[src/shared/hutch_pkg.sv]
// Notes on behaviour
// - Either emergency stop drops arming, removes supply enable and closes the shutter.
// - After a dump only the reset key returns the controller to idle.
// - Inner sweep-begin press starts arming; outer sweep-finish with door closed follows.
// - Accepted sweep-finish sounds the sounder continuously for 30 seconds.
// - After the warning: armed, secure lamp and signs lit, laser work enabled.
// - Orderly-disarm press returns to idle with laser work disabled.
// - Door open while armed without escort sounds warning and needs the reset key.
// - Open and close presses from either station drive the shutter.
// - Two short beeps precede every shutter opening.
// - Armed outer escort press lights its lamp and lets the door open.
// - Escort ends on the far-side escort press or when its window expires.
// - Door open over 30 seconds during escort cancels it and dumps.
// - Second variant: starting escort closes the shutter until a new open press.
// - Escort can start from inside; each escort lamp lights while active.
// - Interlocked signs lit exactly while armed.
// - Lockout key off or removed prevents arming and operating.
// - Shutter sensor conflict or failure to close acts as an emergency stop.
package hutch_pkg;
	localparam int unsigned CLK_HZ         = 40_000_000;
	localparam int unsigned TICK_HZ        = 1000;
	localparam int unsigned TICK_DIV       = CLK_HZ / TICK_HZ;
	localparam int unsigned WARN_S         = 30;
	localparam int unsigned ESC_WINDOW_S   = 30;
	localparam int unsigned DOOR_OPEN_S    = 30;
	localparam int unsigned BEEP_MS        = 150;
	localparam int unsigned CLOSE_LIMIT_MS = 1000;
	localparam int unsigned DEBOUNCE_MS    = 10;
	localparam int unsigned WARN_TICKS     = WARN_S * TICK_HZ;
	localparam int unsigned ESC_TICKS      = ESC_WINDOW_S * TICK_HZ;
	localparam int unsigned DOOR_TICKS     = DOOR_OPEN_S * TICK_HZ;
	localparam int unsigned BEEP_TICKS     = (BEEP_MS * TICK_HZ) / 1000;
	localparam int unsigned CLOSE_TICKS    = (CLOSE_LIMIT_MS * TICK_HZ) / 1000;
	localparam int unsigned DEB_TICKS      = (DEBOUNCE_MS * TICK_HZ + 999) / 1000;

	localparam int TW = 16;
	typedef logic [TW-1:0] tcnt_t;
	typedef logic [3:0]    dcnt_t;

	localparam int IN_ESTOP_IN   = 0;
	localparam int IN_ESTOP_OUT  = 1;
	localparam int IN_SWEEP_BEG  = 2;
	localparam int IN_SWEEP_FIN  = 3;
	localparam int IN_DISARM     = 4;
	localparam int IN_OPEN_IN    = 5;
	localparam int IN_OPEN_OUT   = 6;
	localparam int IN_CLOSE_IN   = 7;
	localparam int IN_CLOSE_OUT  = 8;
	localparam int IN_ESC_IN     = 9;
	localparam int IN_ESC_OUT    = 10;
	localparam int IN_DOOR_SHUT  = 11;
	localparam int IN_KEY_OK     = 12;
	localparam int IN_RESET_KEY  = 13;
	localparam int IN_SNS_OPEN   = 14;
	localparam int IN_SNS_CLOSED = 15;
	localparam int IN_NUM        = 16;

	localparam int ADDR_W = 12;
	localparam logic [ADDR_W-1:0] REG_CTRL   = 12'h000;
	localparam logic [ADDR_W-1:0] REG_STATUS = 12'h004;
	localparam logic [ADDR_W-1:0] REG_CAUSE  = 12'h008;
	localparam logic [ADDR_W-1:0] REG_INPUTS = 12'h00C;

	localparam int  CTRL_VARIANT_B = 0;
	localparam logic CTRL_RESET    = 1'h0;
	localparam int  STS_STATE_LSB  = 0;
	localparam int  STS_SHUT_LSB   = 4;
	localparam int  STS_ESC        = 8;
	localparam int  STS_ESC_INNER  = 9;

	localparam int CAUSE_ESTOP    = 0;
	localparam int CAUSE_CONFLICT = 1;
	localparam int CAUSE_NOCLOSE  = 2;
	localparam int CAUSE_BREACH   = 3;
	localparam int CAUSE_OVERSTAY = 4;
	localparam int CAUSE_W        = 5;

	typedef enum logic [2:0] {ST_IDLE, ST_SWEEP, ST_WARN, ST_ARMED, ST_DUMP} state_e;
	typedef enum logic [2:0] {SH_CLOSED, SH_BEEP1, SH_GAP1, SH_BEEP2, SH_GAP2, SH_OPEN} shut_e;
endpackage

[src/shared/cond_if.sv]
`timescale 1ns/1ps
interface cond_if;
	import hutch_pkg::*;
	logic [IN_NUM-1:0] raw;
	logic [IN_NUM-1:0] level;
	logic              tick;
	modport cond (input raw, input tick, output level);
	modport ctl  (output raw, output tick, input level);
endinterface

[src/verilog/laser_hutch_interlock.sv]
`timescale 1ns/1ps
module laser_hutch_interlock
	import hutch_pkg::*;
#(
	parameter tcnt_t TICK_DIV_P   = tcnt_t'(TICK_DIV),
	parameter tcnt_t WARN_TICKS_P = tcnt_t'(WARN_TICKS),
	parameter tcnt_t ESC_TICKS_P  = tcnt_t'(ESC_TICKS),
	parameter tcnt_t DOOR_TICKS_P = tcnt_t'(DOOR_TICKS)
) (
	input  wire logic              clk_sys_i,          // 40 MHz system clock
	input  wire logic              reset_n_i,          // Async reset, active low
	input  wire logic              estop_in_i,         // Inner emergency stop, high pressed
	input  wire logic              estop_out_i,        // Outer emergency stop, high pressed
	input  wire logic              sweep_begin_i,      // Inner sweep-begin button
	input  wire logic              sweep_finish_i,     // Outer sweep-finish button
	input  wire logic              disarm_i,           // Orderly-disarm button
	input  wire logic              open_in_i,          // Inner shutter open button
	input  wire logic              open_out_i,         // Outer shutter open button
	input  wire logic              close_in_i,         // Inner shutter close button
	input  wire logic              close_out_i,        // Outer shutter close button
	input  wire logic              escort_in_i,        // Inner escorted-entry button
	input  wire logic              escort_out_i,       // Outer escorted-entry button
	input  wire logic              door_closed_i,      // Door or curtain closed switch
	input  wire logic              key_enable_i,       // Lockout key in, enabling position
	input  wire logic              reset_key_i,        // Responsible-person reset key
	input  wire logic              sns_open_i,         // Shutter open position sensor
	input  wire logic              sns_closed_i,       // Shutter closed position sensor
	input  wire logic              psel_i,             // APB select
	input  wire logic              penable_i,          // APB enable
	input  wire logic              pwrite_i,           // APB write
	input  wire logic [ADDR_W-1:0] paddr_i,            // APB byte address
	input  wire logic [31:0]       pwdata_i,           // APB write data
	output logic      [31:0]       prdata_o,           // APB read data
	output logic                   pready_o,           // APB ready
	output logic                   pslverr_o,          // APB error, unmapped
	output logic                   psu_enable_o,       // Laser supply enable
	output logic                   shutter_open_o,     // Shutter open command
	output logic                   sounder_o,          // Warning sounder
	output logic                   secure_lamp_o,      // Area-secure lamp
	output logic                   sign_inner_o,       // Inner interlocked sign
	output logic                   sign_outer_o,       // Outer interlocked sign
	output logic                   esc_lamp_in_o,      // Inner escort button lamp
	output logic                   esc_lamp_out_o      // Outer escort button lamp
);
	cond_if cif ();

	input_conditioner u_cond (
		.clk_sys_i (clk_sys_i),
		.reset_n_i (reset_n_i),
		.c         (cif.cond)
	);

	assign cif.raw = {sns_closed_i, sns_open_i, reset_key_i, key_enable_i, door_closed_i,
		escort_out_i, escort_in_i, close_out_i, close_in_i, open_out_i, open_in_i,
		disarm_i, sweep_finish_i, sweep_begin_i, estop_out_i, estop_in_i};

	// Tick divider and edge detection
	tcnt_t             div_ff, nxt_div;
	logic              tick_ff, nxt_tick;
	logic [IN_NUM-1:0] prev_ff, lvl, rise;

	always_comb begin
		nxt_tick = 1'b0;
		nxt_div  = div_ff + tcnt_t'(1);
		if (div_ff == TICK_DIV_P - tcnt_t'(1)) begin
			nxt_div  = '0;
			nxt_tick = 1'b1;
		end
	end

	always_ff @(posedge clk_sys_i or negedge reset_n_i) begin
		if (!reset_n_i) begin
			div_ff  <= '0;
			tick_ff <= 1'b0;
			prev_ff <= '0;
		end else begin
			div_ff  <= nxt_div;
			tick_ff <= nxt_tick;
			prev_ff <= lvl;
		end
	end

	assign cif.tick = tick_ff;
	assign lvl      = cif.level;
	assign rise     = lvl & ~prev_ff;

	logic estop, door_shut, key_ok, conflict, noclose;
	assign estop     = lvl[IN_ESTOP_IN] | lvl[IN_ESTOP_OUT];
	assign door_shut = lvl[IN_DOOR_SHUT];
	assign key_ok    = lvl[IN_KEY_OK];
	assign conflict  = lvl[IN_SNS_OPEN] & lvl[IN_SNS_CLOSED];

	// Main sequencer
	state_e               state_ff, nxt_state;
	tcnt_t                tmr_ff, nxt_tmr;
	tcnt_t                door_ff, nxt_door;
	logic                 esc_ff, nxt_esc, esc_inner_ff, nxt_esc_inner;
	logic                 breach_ff, nxt_breach;
	logic [CAUSE_W-1:0]   cause_ff, nxt_cause, evt;
	logic                 esc_start, ctrl_variant_b_ff;

	always_comb begin
		nxt_state     = state_ff;
		nxt_tmr       = tmr_ff;
		nxt_door      = door_ff;
		nxt_esc       = esc_ff;
		nxt_esc_inner = esc_inner_ff;
		nxt_breach    = breach_ff;
		nxt_cause     = cause_ff;
		esc_start     = 1'b0;
		evt           = '0;
		evt[CAUSE_ESTOP]    = estop;
		evt[CAUSE_CONFLICT] = conflict;
		evt[CAUSE_NOCLOSE]  = noclose;
		case (state_ff)
			ST_IDLE: begin
				if (key_ok && rise[IN_SWEEP_BEG]) begin
					nxt_state = ST_SWEEP;
				end
			end
			ST_SWEEP: begin
				if (!key_ok || rise[IN_DISARM]) begin
					nxt_state = ST_IDLE;
				end else if (rise[IN_SWEEP_FIN] && door_shut) begin
					nxt_state = ST_WARN;
					nxt_tmr   = '0;
				end
			end
			ST_WARN: begin
				if (!key_ok || rise[IN_DISARM] || !door_shut) begin
					nxt_state = ST_IDLE;
				end else if (tick_ff) begin
					if (tmr_ff == WARN_TICKS_P - tcnt_t'(1)) begin
						nxt_state = ST_ARMED;
					end else begin
						nxt_tmr = tmr_ff + tcnt_t'(1);
					end
				end
			end
			ST_ARMED: begin
				if (!key_ok || rise[IN_DISARM]) begin
					nxt_state = ST_IDLE;
					nxt_esc   = 1'b0;
				end else if (!esc_ff) begin
					nxt_tmr  = '0;
					nxt_door = '0;
					if (rise[IN_ESC_OUT] || rise[IN_ESC_IN]) begin
						nxt_esc       = 1'b1;
						nxt_esc_inner = !rise[IN_ESC_OUT];
						esc_start     = 1'b1;
					end else if (!door_shut) begin
						evt[CAUSE_BREACH] = 1'b1;
						nxt_breach        = 1'b1;
					end
				end else begin
					// Far-side press ends the escort
					if (esc_inner_ff ? rise[IN_ESC_OUT] : rise[IN_ESC_IN]) begin
						nxt_esc = 1'b0;
					end else if (tick_ff) begin
						if (tmr_ff == ESC_TICKS_P - tcnt_t'(1)) begin
							nxt_esc = 1'b0;
						end else begin
							nxt_tmr = tmr_ff + tcnt_t'(1);
						end
					end
					if (door_shut) begin
						nxt_door = '0;
					end else if (tick_ff) begin
						if (door_ff == DOOR_TICKS_P - tcnt_t'(1)) begin
							evt[CAUSE_OVERSTAY] = 1'b1;
							nxt_esc             = 1'b0;
						end else begin
							nxt_door = door_ff + tcnt_t'(1);
						end
					end
				end
			end
			ST_DUMP: begin
				if (rise[IN_RESET_KEY] && !estop) begin
					nxt_state  = ST_IDLE;
					nxt_cause  = '0;
					nxt_breach = 1'b0;
				end
			end
			default: nxt_state = ST_DUMP;
		endcase
		// Any event forces the dump and wins over the reset key
		if (|evt) begin
			nxt_state = ST_DUMP;
			nxt_esc   = 1'b0;
			nxt_cause = nxt_cause | evt;
		end
	end

	always_ff @(posedge clk_sys_i or negedge reset_n_i) begin
		if (!reset_n_i) begin
			state_ff     <= ST_IDLE;
			tmr_ff       <= '0;
			door_ff      <= '0;
			esc_ff       <= 1'b0;
			esc_inner_ff <= 1'b0;
			breach_ff    <= 1'b0;
			cause_ff     <= '0;
		end else begin
			state_ff     <= nxt_state;
			tmr_ff       <= nxt_tmr;
			door_ff      <= nxt_door;
			esc_ff       <= nxt_esc;
			esc_inner_ff <= nxt_esc_inner;
			breach_ff    <= nxt_breach;
			cause_ff     <= nxt_cause;
		end
	end

	// Shutter sequencer
	shut_e shut_ff, nxt_shut;
	tcnt_t beep_ff, nxt_beep;
	tcnt_t clw_ff, nxt_clw;
	logic  open_req, close_req;

	assign open_req  = rise[IN_OPEN_IN] | rise[IN_OPEN_OUT];
	assign close_req = rise[IN_CLOSE_IN] | rise[IN_CLOSE_OUT];
	assign noclose   = (clw_ff == tcnt_t'(CLOSE_TICKS - 1));

	always_comb begin
		nxt_shut = shut_ff;
		nxt_beep = beep_ff;
		nxt_clw  = clw_ff;
		case (shut_ff)
			SH_CLOSED: begin
				if (open_req && state_ff == ST_ARMED) begin
					nxt_shut = SH_BEEP1;
					nxt_beep = '0;
				end
			end
			SH_BEEP1, SH_GAP1, SH_BEEP2, SH_GAP2: begin
				if (tick_ff) begin
					if (beep_ff == tcnt_t'(BEEP_TICKS - 1)) begin
						nxt_beep = '0;
						nxt_shut = shut_e'(shut_ff + 3'h1);
					end else begin
						nxt_beep = beep_ff + tcnt_t'(1);
					end
				end
			end
			SH_OPEN: nxt_shut = SH_OPEN;
			default: nxt_shut = SH_CLOSED;
		endcase
		if (close_req || nxt_state != ST_ARMED) begin
			nxt_shut = SH_CLOSED;
		end
		if (esc_start && ctrl_variant_b_ff) begin
			nxt_shut = SH_CLOSED;
		end
		// Closure watchdog while commanded anything but open
		if (shut_ff == SH_OPEN || lvl[IN_SNS_CLOSED]) begin
			nxt_clw = '0;
		end else if (tick_ff && !noclose) begin
			nxt_clw = clw_ff + tcnt_t'(1);
		end
	end

	always_ff @(posedge clk_sys_i or negedge reset_n_i) begin
		if (!reset_n_i) begin
			shut_ff <= SH_CLOSED;
			beep_ff <= '0;
			clw_ff  <= '0;
		end else begin
			shut_ff <= nxt_shut;
			beep_ff <= nxt_beep;
			clw_ff  <= nxt_clw;
		end
	end

	assign psu_enable_o   = (state_ff == ST_ARMED);
	assign secure_lamp_o  = (state_ff == ST_ARMED);
	assign sign_inner_o   = (state_ff == ST_ARMED);
	assign sign_outer_o   = (state_ff == ST_ARMED);
	assign shutter_open_o = (shut_ff == SH_OPEN);
	assign sounder_o      = (state_ff == ST_WARN) || shut_ff == SH_BEEP1
		|| shut_ff == SH_BEEP2 || breach_ff;
	assign esc_lamp_out_o = esc_ff & ~esc_inner_ff;
	assign esc_lamp_in_o  = esc_ff & esc_inner_ff;

	// APB slave, zero wait states
	logic [31:0] rdata_ff, nxt_rdata;
	logic        nxt_variant_b, mapped, setup, access;

	assign setup     = psel_i & ~penable_i;
	assign access    = psel_i & penable_i;
	assign mapped    = paddr_i == REG_CTRL || paddr_i == REG_STATUS
		|| paddr_i == REG_CAUSE || paddr_i == REG_INPUTS;
	assign pready_o  = 1'b1;
	assign pslverr_o = access & ~mapped;
	assign prdata_o  = rdata_ff;

	always_comb begin
		nxt_rdata     = rdata_ff;
		nxt_variant_b = ctrl_variant_b_ff;
		if (setup && !pwrite_i) begin
			nxt_rdata = '0;
			case (paddr_i)
				REG_CTRL:   nxt_rdata[CTRL_VARIANT_B] = ctrl_variant_b_ff;
				REG_STATUS: begin
					nxt_rdata[STS_STATE_LSB +: 3] = state_ff;
					nxt_rdata[STS_SHUT_LSB +: 3]  = shut_ff;
					nxt_rdata[STS_ESC]            = esc_ff;
					nxt_rdata[STS_ESC_INNER]      = esc_inner_ff;
				end
				REG_CAUSE:  nxt_rdata[CAUSE_W-1:0] = cause_ff;
				REG_INPUTS: nxt_rdata[IN_NUM-1:0]  = lvl;
				default:    nxt_rdata = '0;
			endcase
		end
		if (access && pwrite_i && paddr_i == REG_CTRL) begin
			nxt_variant_b = pwdata_i[CTRL_VARIANT_B];
		end
	end

	always_ff @(posedge clk_sys_i or negedge reset_n_i) begin
		if (!reset_n_i) begin
			rdata_ff          <= '0;
			ctrl_variant_b_ff <= CTRL_RESET;
		end else begin
			rdata_ff          <= nxt_rdata;
			ctrl_variant_b_ff <= nxt_variant_b;
		end
	end
endmodule

[src/verilog/input_conditioner.sv]
`timescale 1ns/1ps
module input_conditioner
	import hutch_pkg::*;
(
	input  wire logic clk_sys_i,   // System clock
	input  wire logic reset_n_i,   // Async reset, active low
	cond_if.cond      c            // Raw pins in, clean levels out
);
	logic [IN_NUM-1:0] sy1_ff, sy2_ff, sy3_ff, lvl_ff, nxt_lvl;
	dcnt_t             cnt_ff [IN_NUM];
	dcnt_t             nxt_cnt [IN_NUM];

	assign c.level = lvl_ff;

	for (genvar i = 0; i < IN_NUM; i++) begin : g_bit
		always_comb begin
			nxt_cnt[i] = cnt_ff[i];
			nxt_lvl[i] = lvl_ff[i];
			// Count only while the synchroniser agrees on a new value
			if (sy2_ff[i] != sy3_ff[i] || sy3_ff[i] == lvl_ff[i]) begin
				nxt_cnt[i] = '0;
			end else if (c.tick) begin
				if (cnt_ff[i] == dcnt_t'(DEB_TICKS - 1)) begin
					nxt_lvl[i] = sy3_ff[i];
					nxt_cnt[i] = '0;
				end else begin
					nxt_cnt[i] = cnt_ff[i] + dcnt_t'(1);
				end
			end
		end

		always_ff @(posedge clk_sys_i or negedge reset_n_i) begin
			if (!reset_n_i) begin
				cnt_ff[i] <= '0;
			end else begin
				cnt_ff[i] <= nxt_cnt[i];
			end
		end
	end

	always_ff @(posedge clk_sys_i or negedge reset_n_i) begin
		if (!reset_n_i) begin
			sy1_ff <= '0;
			sy2_ff <= '0;
			sy3_ff <= '0;
			lvl_ff <= '0;
		end else begin
			sy1_ff <= c.raw;
			sy2_ff <= sy1_ff;
			sy3_ff <= sy2_ff;
			lvl_ff <= nxt_lvl;
		end
	end
endmodule

[config.mk]
export PLATFORM = sky130hd
export DESIGN_NAME = laser_hutch_interlock
export DESIGN_NICKNAME = d
export VERILOG_FILES = /design/src/shared/hutch_pkg.sv /design/src/shared/cond_if.sv /design/src/verilog/laser_hutch_interlock.sv /design/src/verilog/input_conditioner.sv
export SDC_FILE = /design/constraint.sdc
export NUM_CORES = 1
export LEC_CHECK = 0
export CORE_AREA = 8 8 172 174
export CTS_CLUSTER_DIAMETER = 40
export DETAILED_ROUTE_END_ITERATION = 10
export DIE_AREA = 0 0 180 182
export DONT_BUFFER_PORTS = 1
export SETUP_SLACK_MARGIN = 0.2
export SYNTH_ARGS = -nofsm -noshare
export SYNTH_HDL_FRONTEND = slang
export SYNTH_HIERARCHICAL = 1
export SYNTH_SLANG_ARGS = --single-unit
[constraint.sdc]
create_clock -name clk_sys_i -period 2.8 [get_ports clk_sys_i]
set_input_delay 0.42 -clock clk_sys_i [delete_from_list [all_inputs] [get_ports clk_sys_i]]
set_output_delay 0.42 -clock clk_sys_i [all_outputs]
set_load 0.005 [all_outputs]
==> flow_metrics.tcl <==
set metrics [dict create \
    grt_start_max_net_pins 251 \
    final.hold.worst_slack_ns -0.408 \
    multi_input_area_mm2 0.00595 \
    grt_first_pass_wirelength_um 45400 \
    met1_length_um 12800 \
    final-seq-area_mm2 0.00626 \
    finClkSkew_ns 0.0166 \
    mostFrequentLayoutCells "sky130_fd_sc_hd__dfrtp_1, sky130_fd_sc_hd__nand2_1, sky130_fd_sc_hd__a21oi_1" \
    wirelength_um 26700 \
    p_per_area_mw_per_mm2 635 \
    synth_flop_cell "sky130_fd_sc_hd__dfrtp_1" \
    vdd.ir_drop.worst_mv 0.569 \
    startpoint_kind_of_the_worst_setup_timing_path "register" \
    grt_resource_usage_total 0.163 \
    tritoncts "built" \
    synth_warnings 6 \
    post-route-min-period_ns 2.40 \
    gp_routability_congestion 0.809 \
    top_metal_used "met4" \
    critPathRequiredTime_ns 3.26 \
    cts_num_sinks 250 \
    route.antenna.remaining_nets 0 \
    run_status "finished with violations" \
    cts_buffers 43 \
    grt_pass1_vias 9181 \
    met3_length_um 966 \
    critical_path_peak_fanout 9 \
    drt-pass1-iter-count 5 \
    clock-root-buffer "sky130_fd_sc_hd__clkbuf_16" \
    unrepaired_setup_endpoints_after_global_routing "no" \
    layout_cell_share_with_drive_strength_beyond_1 0.0948 \
    post_cts_resized 0 \
    post-synth-top-area-fraction 0.495 \
    grt_remaining_overflow 0 \
    timing.critical_path.cells "nand3b_1 > inv_1 > nand4_1 > or2_2 > or4_1 > nand2_1" \
    filler_cell_count 2324 \
    arrival_time_of_data_at_the_critical_path_endpoint_ns 2.86 \
    power.static_leakage_nw 6.16 \
    synth.largest_area_cell "sky130_fd_sc_hd__dfrtp_1" \
    syn_to_final_growth_pct 16.4 \
    num_rows 60 \
    netlist_instances 1262 \
    slowest_stage "sky130_fd_sc_hd__or4_1" \
    report.final.setup_viol 0 \
    critPathKind "register to register" \
    drt_first_iter_violations 569 \
    synth_edf_count 0 \
    postSynthAreaPerCell_um2 10.0 \
    timing.max_slew.rel_slack 0.536 \
    clkLatencyLatePin_ns 0.54 \
    io_pins 107 \
    async_flop_share 1.00 \
    clk_transition_reported_paths_ns 0.06 \
    chipHeight_um 182 \
    ys_types 73 \
    route.detailed.drc 0 \
    class_of_the_tightest_hold_or_removal_check "input pin to asynchronous set/reset pin" \
    drv_slew 0 \
    insertedDiodeCount 0 \
    ys_top_cells_by_area "sky130_fd_sc_hd__dfrtp_1, sky130_fd_sc_hd__ha_1, sky130_fd_sc_hd__nand2_1" \
    final_critical_path_share_of_the_clock_period 0.856 \
    post_drt_via_cell_ratio 5.62 \
    core_area_mm2 0.0267 \
    worst_path_largest_cell_delay_ns 0.47 \
    synth.yosys.seq_area_share 0.495 \
    mappedNetlistArea_mm2 0.0126 \
    layout_commonest_cell "sky130_fd_sc_hd__dfrtp_1" \
    die_x_um 180 \
    timing_hold_violations_final 250 \
    met2_length_um 12400 \
    numPortBuffers 0 \
    clockBufferDepth 3 \
    post_drt_wl_per_cell_um 15.9 \
    ctsHoldBuffers 16 \
    num_vias 9444 \
    maximum_capacitance_violations 0 \
    violations_in_the_final_reports "negative hold slack" \
    starting_density 0.475 \
    max_slew.worst_pin.slew_ns 0.691 \
    grt_antenna_before_repair 0 \
    cts-htree-levels 2 \
    fmax_mhz 417 \
    final_net_count 1412 \
    dp_hpwl_um 17600 \
    critical_path.endpoint_type "register" \
    fin_total_pwr_w 0.00934 \
    dieArea_mm2 0.0328 \
    tns_ns 0 \
    ys_seq_elements 250 \
    cts_setup_buffers 0 \
]
[Yosys cell counts, types with 6 or more instances]
cell / number
sky130_fd_sc_hd__o22ai_1: 9
sky130_fd_sc_hd__nand3b_1: 46
sky130_fd_sc_hd__a21boi_0: 15
sky130_fd_sc_hd__xor2_1: 11
sky130_fd_sc_hd__ha_1: 41
sky130_fd_sc_hd__clkbuf_1: 16
sky130_fd_sc_hd__dfrtp_1: 250
sky130_fd_sc_hd__mux2i_1: 6
sky130_fd_sc_hd__o31ai_1: 7
sky130_fd_sc_hd__nor3_1: 25
sky130_fd_sc_hd__o21ai_0: 80
sky130_fd_sc_hd__nand2_1: 128
sky130_fd_sc_hd__nor2b_1: 8
sky130_fd_sc_hd__o211ai_1: 18
sky130_fd_sc_hd__a22o_1: 9
sky130_fd_sc_hd__nor2_1: 60
sky130_fd_sc_hd__inv_1: 47
sky130_fd_sc_hd__xnor2_1: 30
sky130_fd_sc_hd__buf_2: 12
sky130_fd_sc_hd__nand4b_1: 18
sky130_fd_sc_hd__buf_4: 25
sky130_fd_sc_hd__nand3_1: 39
sky130_fd_sc_hd__or3b_1: 6
sky130_fd_sc_hd__a21oi_1: 87
sky130_fd_sc_hd__or4_1: 11
sky130_fd_sc_hd__nand2b_1: 55
sky130_fd_sc_hd__a211o_1: 10
sky130_fd_sc_hd__and4b_1: 17
sky130_fd_sc_hd__and4_1: 7
sky130_fd_sc_hd__o22a_1: 16
sky130_fd_sc_hd__and3_1: 14
sky130_fd_sc_hd__nor4_1: 12
sky130_fd_sc_hd__or3_1: 17
sky130_fd_sc_hd__nand4_1: 28
[sequential cells by signal, indices dropped and copies added (netlist names), 3 cells and up]
signal / count
u_cond/cnt_ff: 64
tmr_ff: 16
door_ff: 16
shut_ff: 3
div_ff: 16
beep_ff: 16
prev_ff: 10
clw_ff: 16
u_cond/sy3_ff: 16
prdata_o: 16
u_cond/sy1_ff: 16
cause_ff: 5
u_cond/sy2_ff: 16
u_cond/c.level: 16
state_ff: 3
[critical path: cells and delay by family (launching register included)]
kind | cells | cell delay, ns
simple gates | 5 | 1.55
flops | 1 | 0.45
buf+inv | 1 | 0.34
[cell families (layout without fill, tap and decap cells)]
kind of cell             after synthesis  after routing  share of synthesized area
other                                  2             17                   0.000594
adder cells (fa/ha/maj)               41             41                     0.0406
AO/OA/AOI/OAI                        285            285                      0.141
XOR/XNOR                              41             41                     0.0284
AND/OR/NAND/NOR                      529            529                      0.244
buffers and inverters                103            166                     0.0399
flip-flops                           250            250                      0.495
multiplexers                          11             11                     0.0104
[per-stage QoR]
stage	util	area (um2)	std cells	setup slack [ns]	hold slack [ns]
floorplan	-	12700	1277	0.433	0.124
global placement	0.488	13000	1586	0.447	0.134
detailed placement	0.488	13000	1586	0.450	0.134
CTS	0.552	14700	1681	0.436	-0.428
global route	0.552	14700	1681	0.220	-0.444
finish	0.552	14700	1681	0.404	-0.408
[worst paths after layout]
check | start | endpoint | slack (ns) | cells past startpoint
worst max register to register | state_ff[2] | door_ff[7] | 0.40 | 6
worst min register to register | u_cond/sy1_ff[0] | u_cond/sy2_ff[0] | 0.34 | 0
worst min-delay path | reset_n_i | prev_ff[10] | -0.41 | 0
worst max-delay path | state_ff[2] | door_ff[7] | 0.40 | 6
max in group asynchronous | reset_n_i | cause_ff[0] | 2.81 | 0
min in group clk_sys_i | pwdata_i[0] | ctrl_variant_b_ff | 0.05 | 1
[where the power goes]
part	total [W]	switching, W	internal [W]
logic	0.0000728	0.0000382	0.0000346
clock network	0.00559	0.00190	0.00369
registers	0.00368	0.0000241	0.00365
total	0.00934	0.00196	0.00738
[final cells by class]
class	instances	area share
clock inverters	28	0.0289
flip-flops and latches	250	0.425
repair buffers	39	0.0235
well taps	341	0.0290
inverters	48	0.0122
clock buffers	51	0.0772
multi-input cells	924	0.404
[layer usage]
metal	vias up	global-route usage
met1	4601	0.216
met4	0	0.0477
li1	4659	-
met3	44	0.0347
met2	140	0.266
met5	-	0
(Power assumes the default switching activity.)
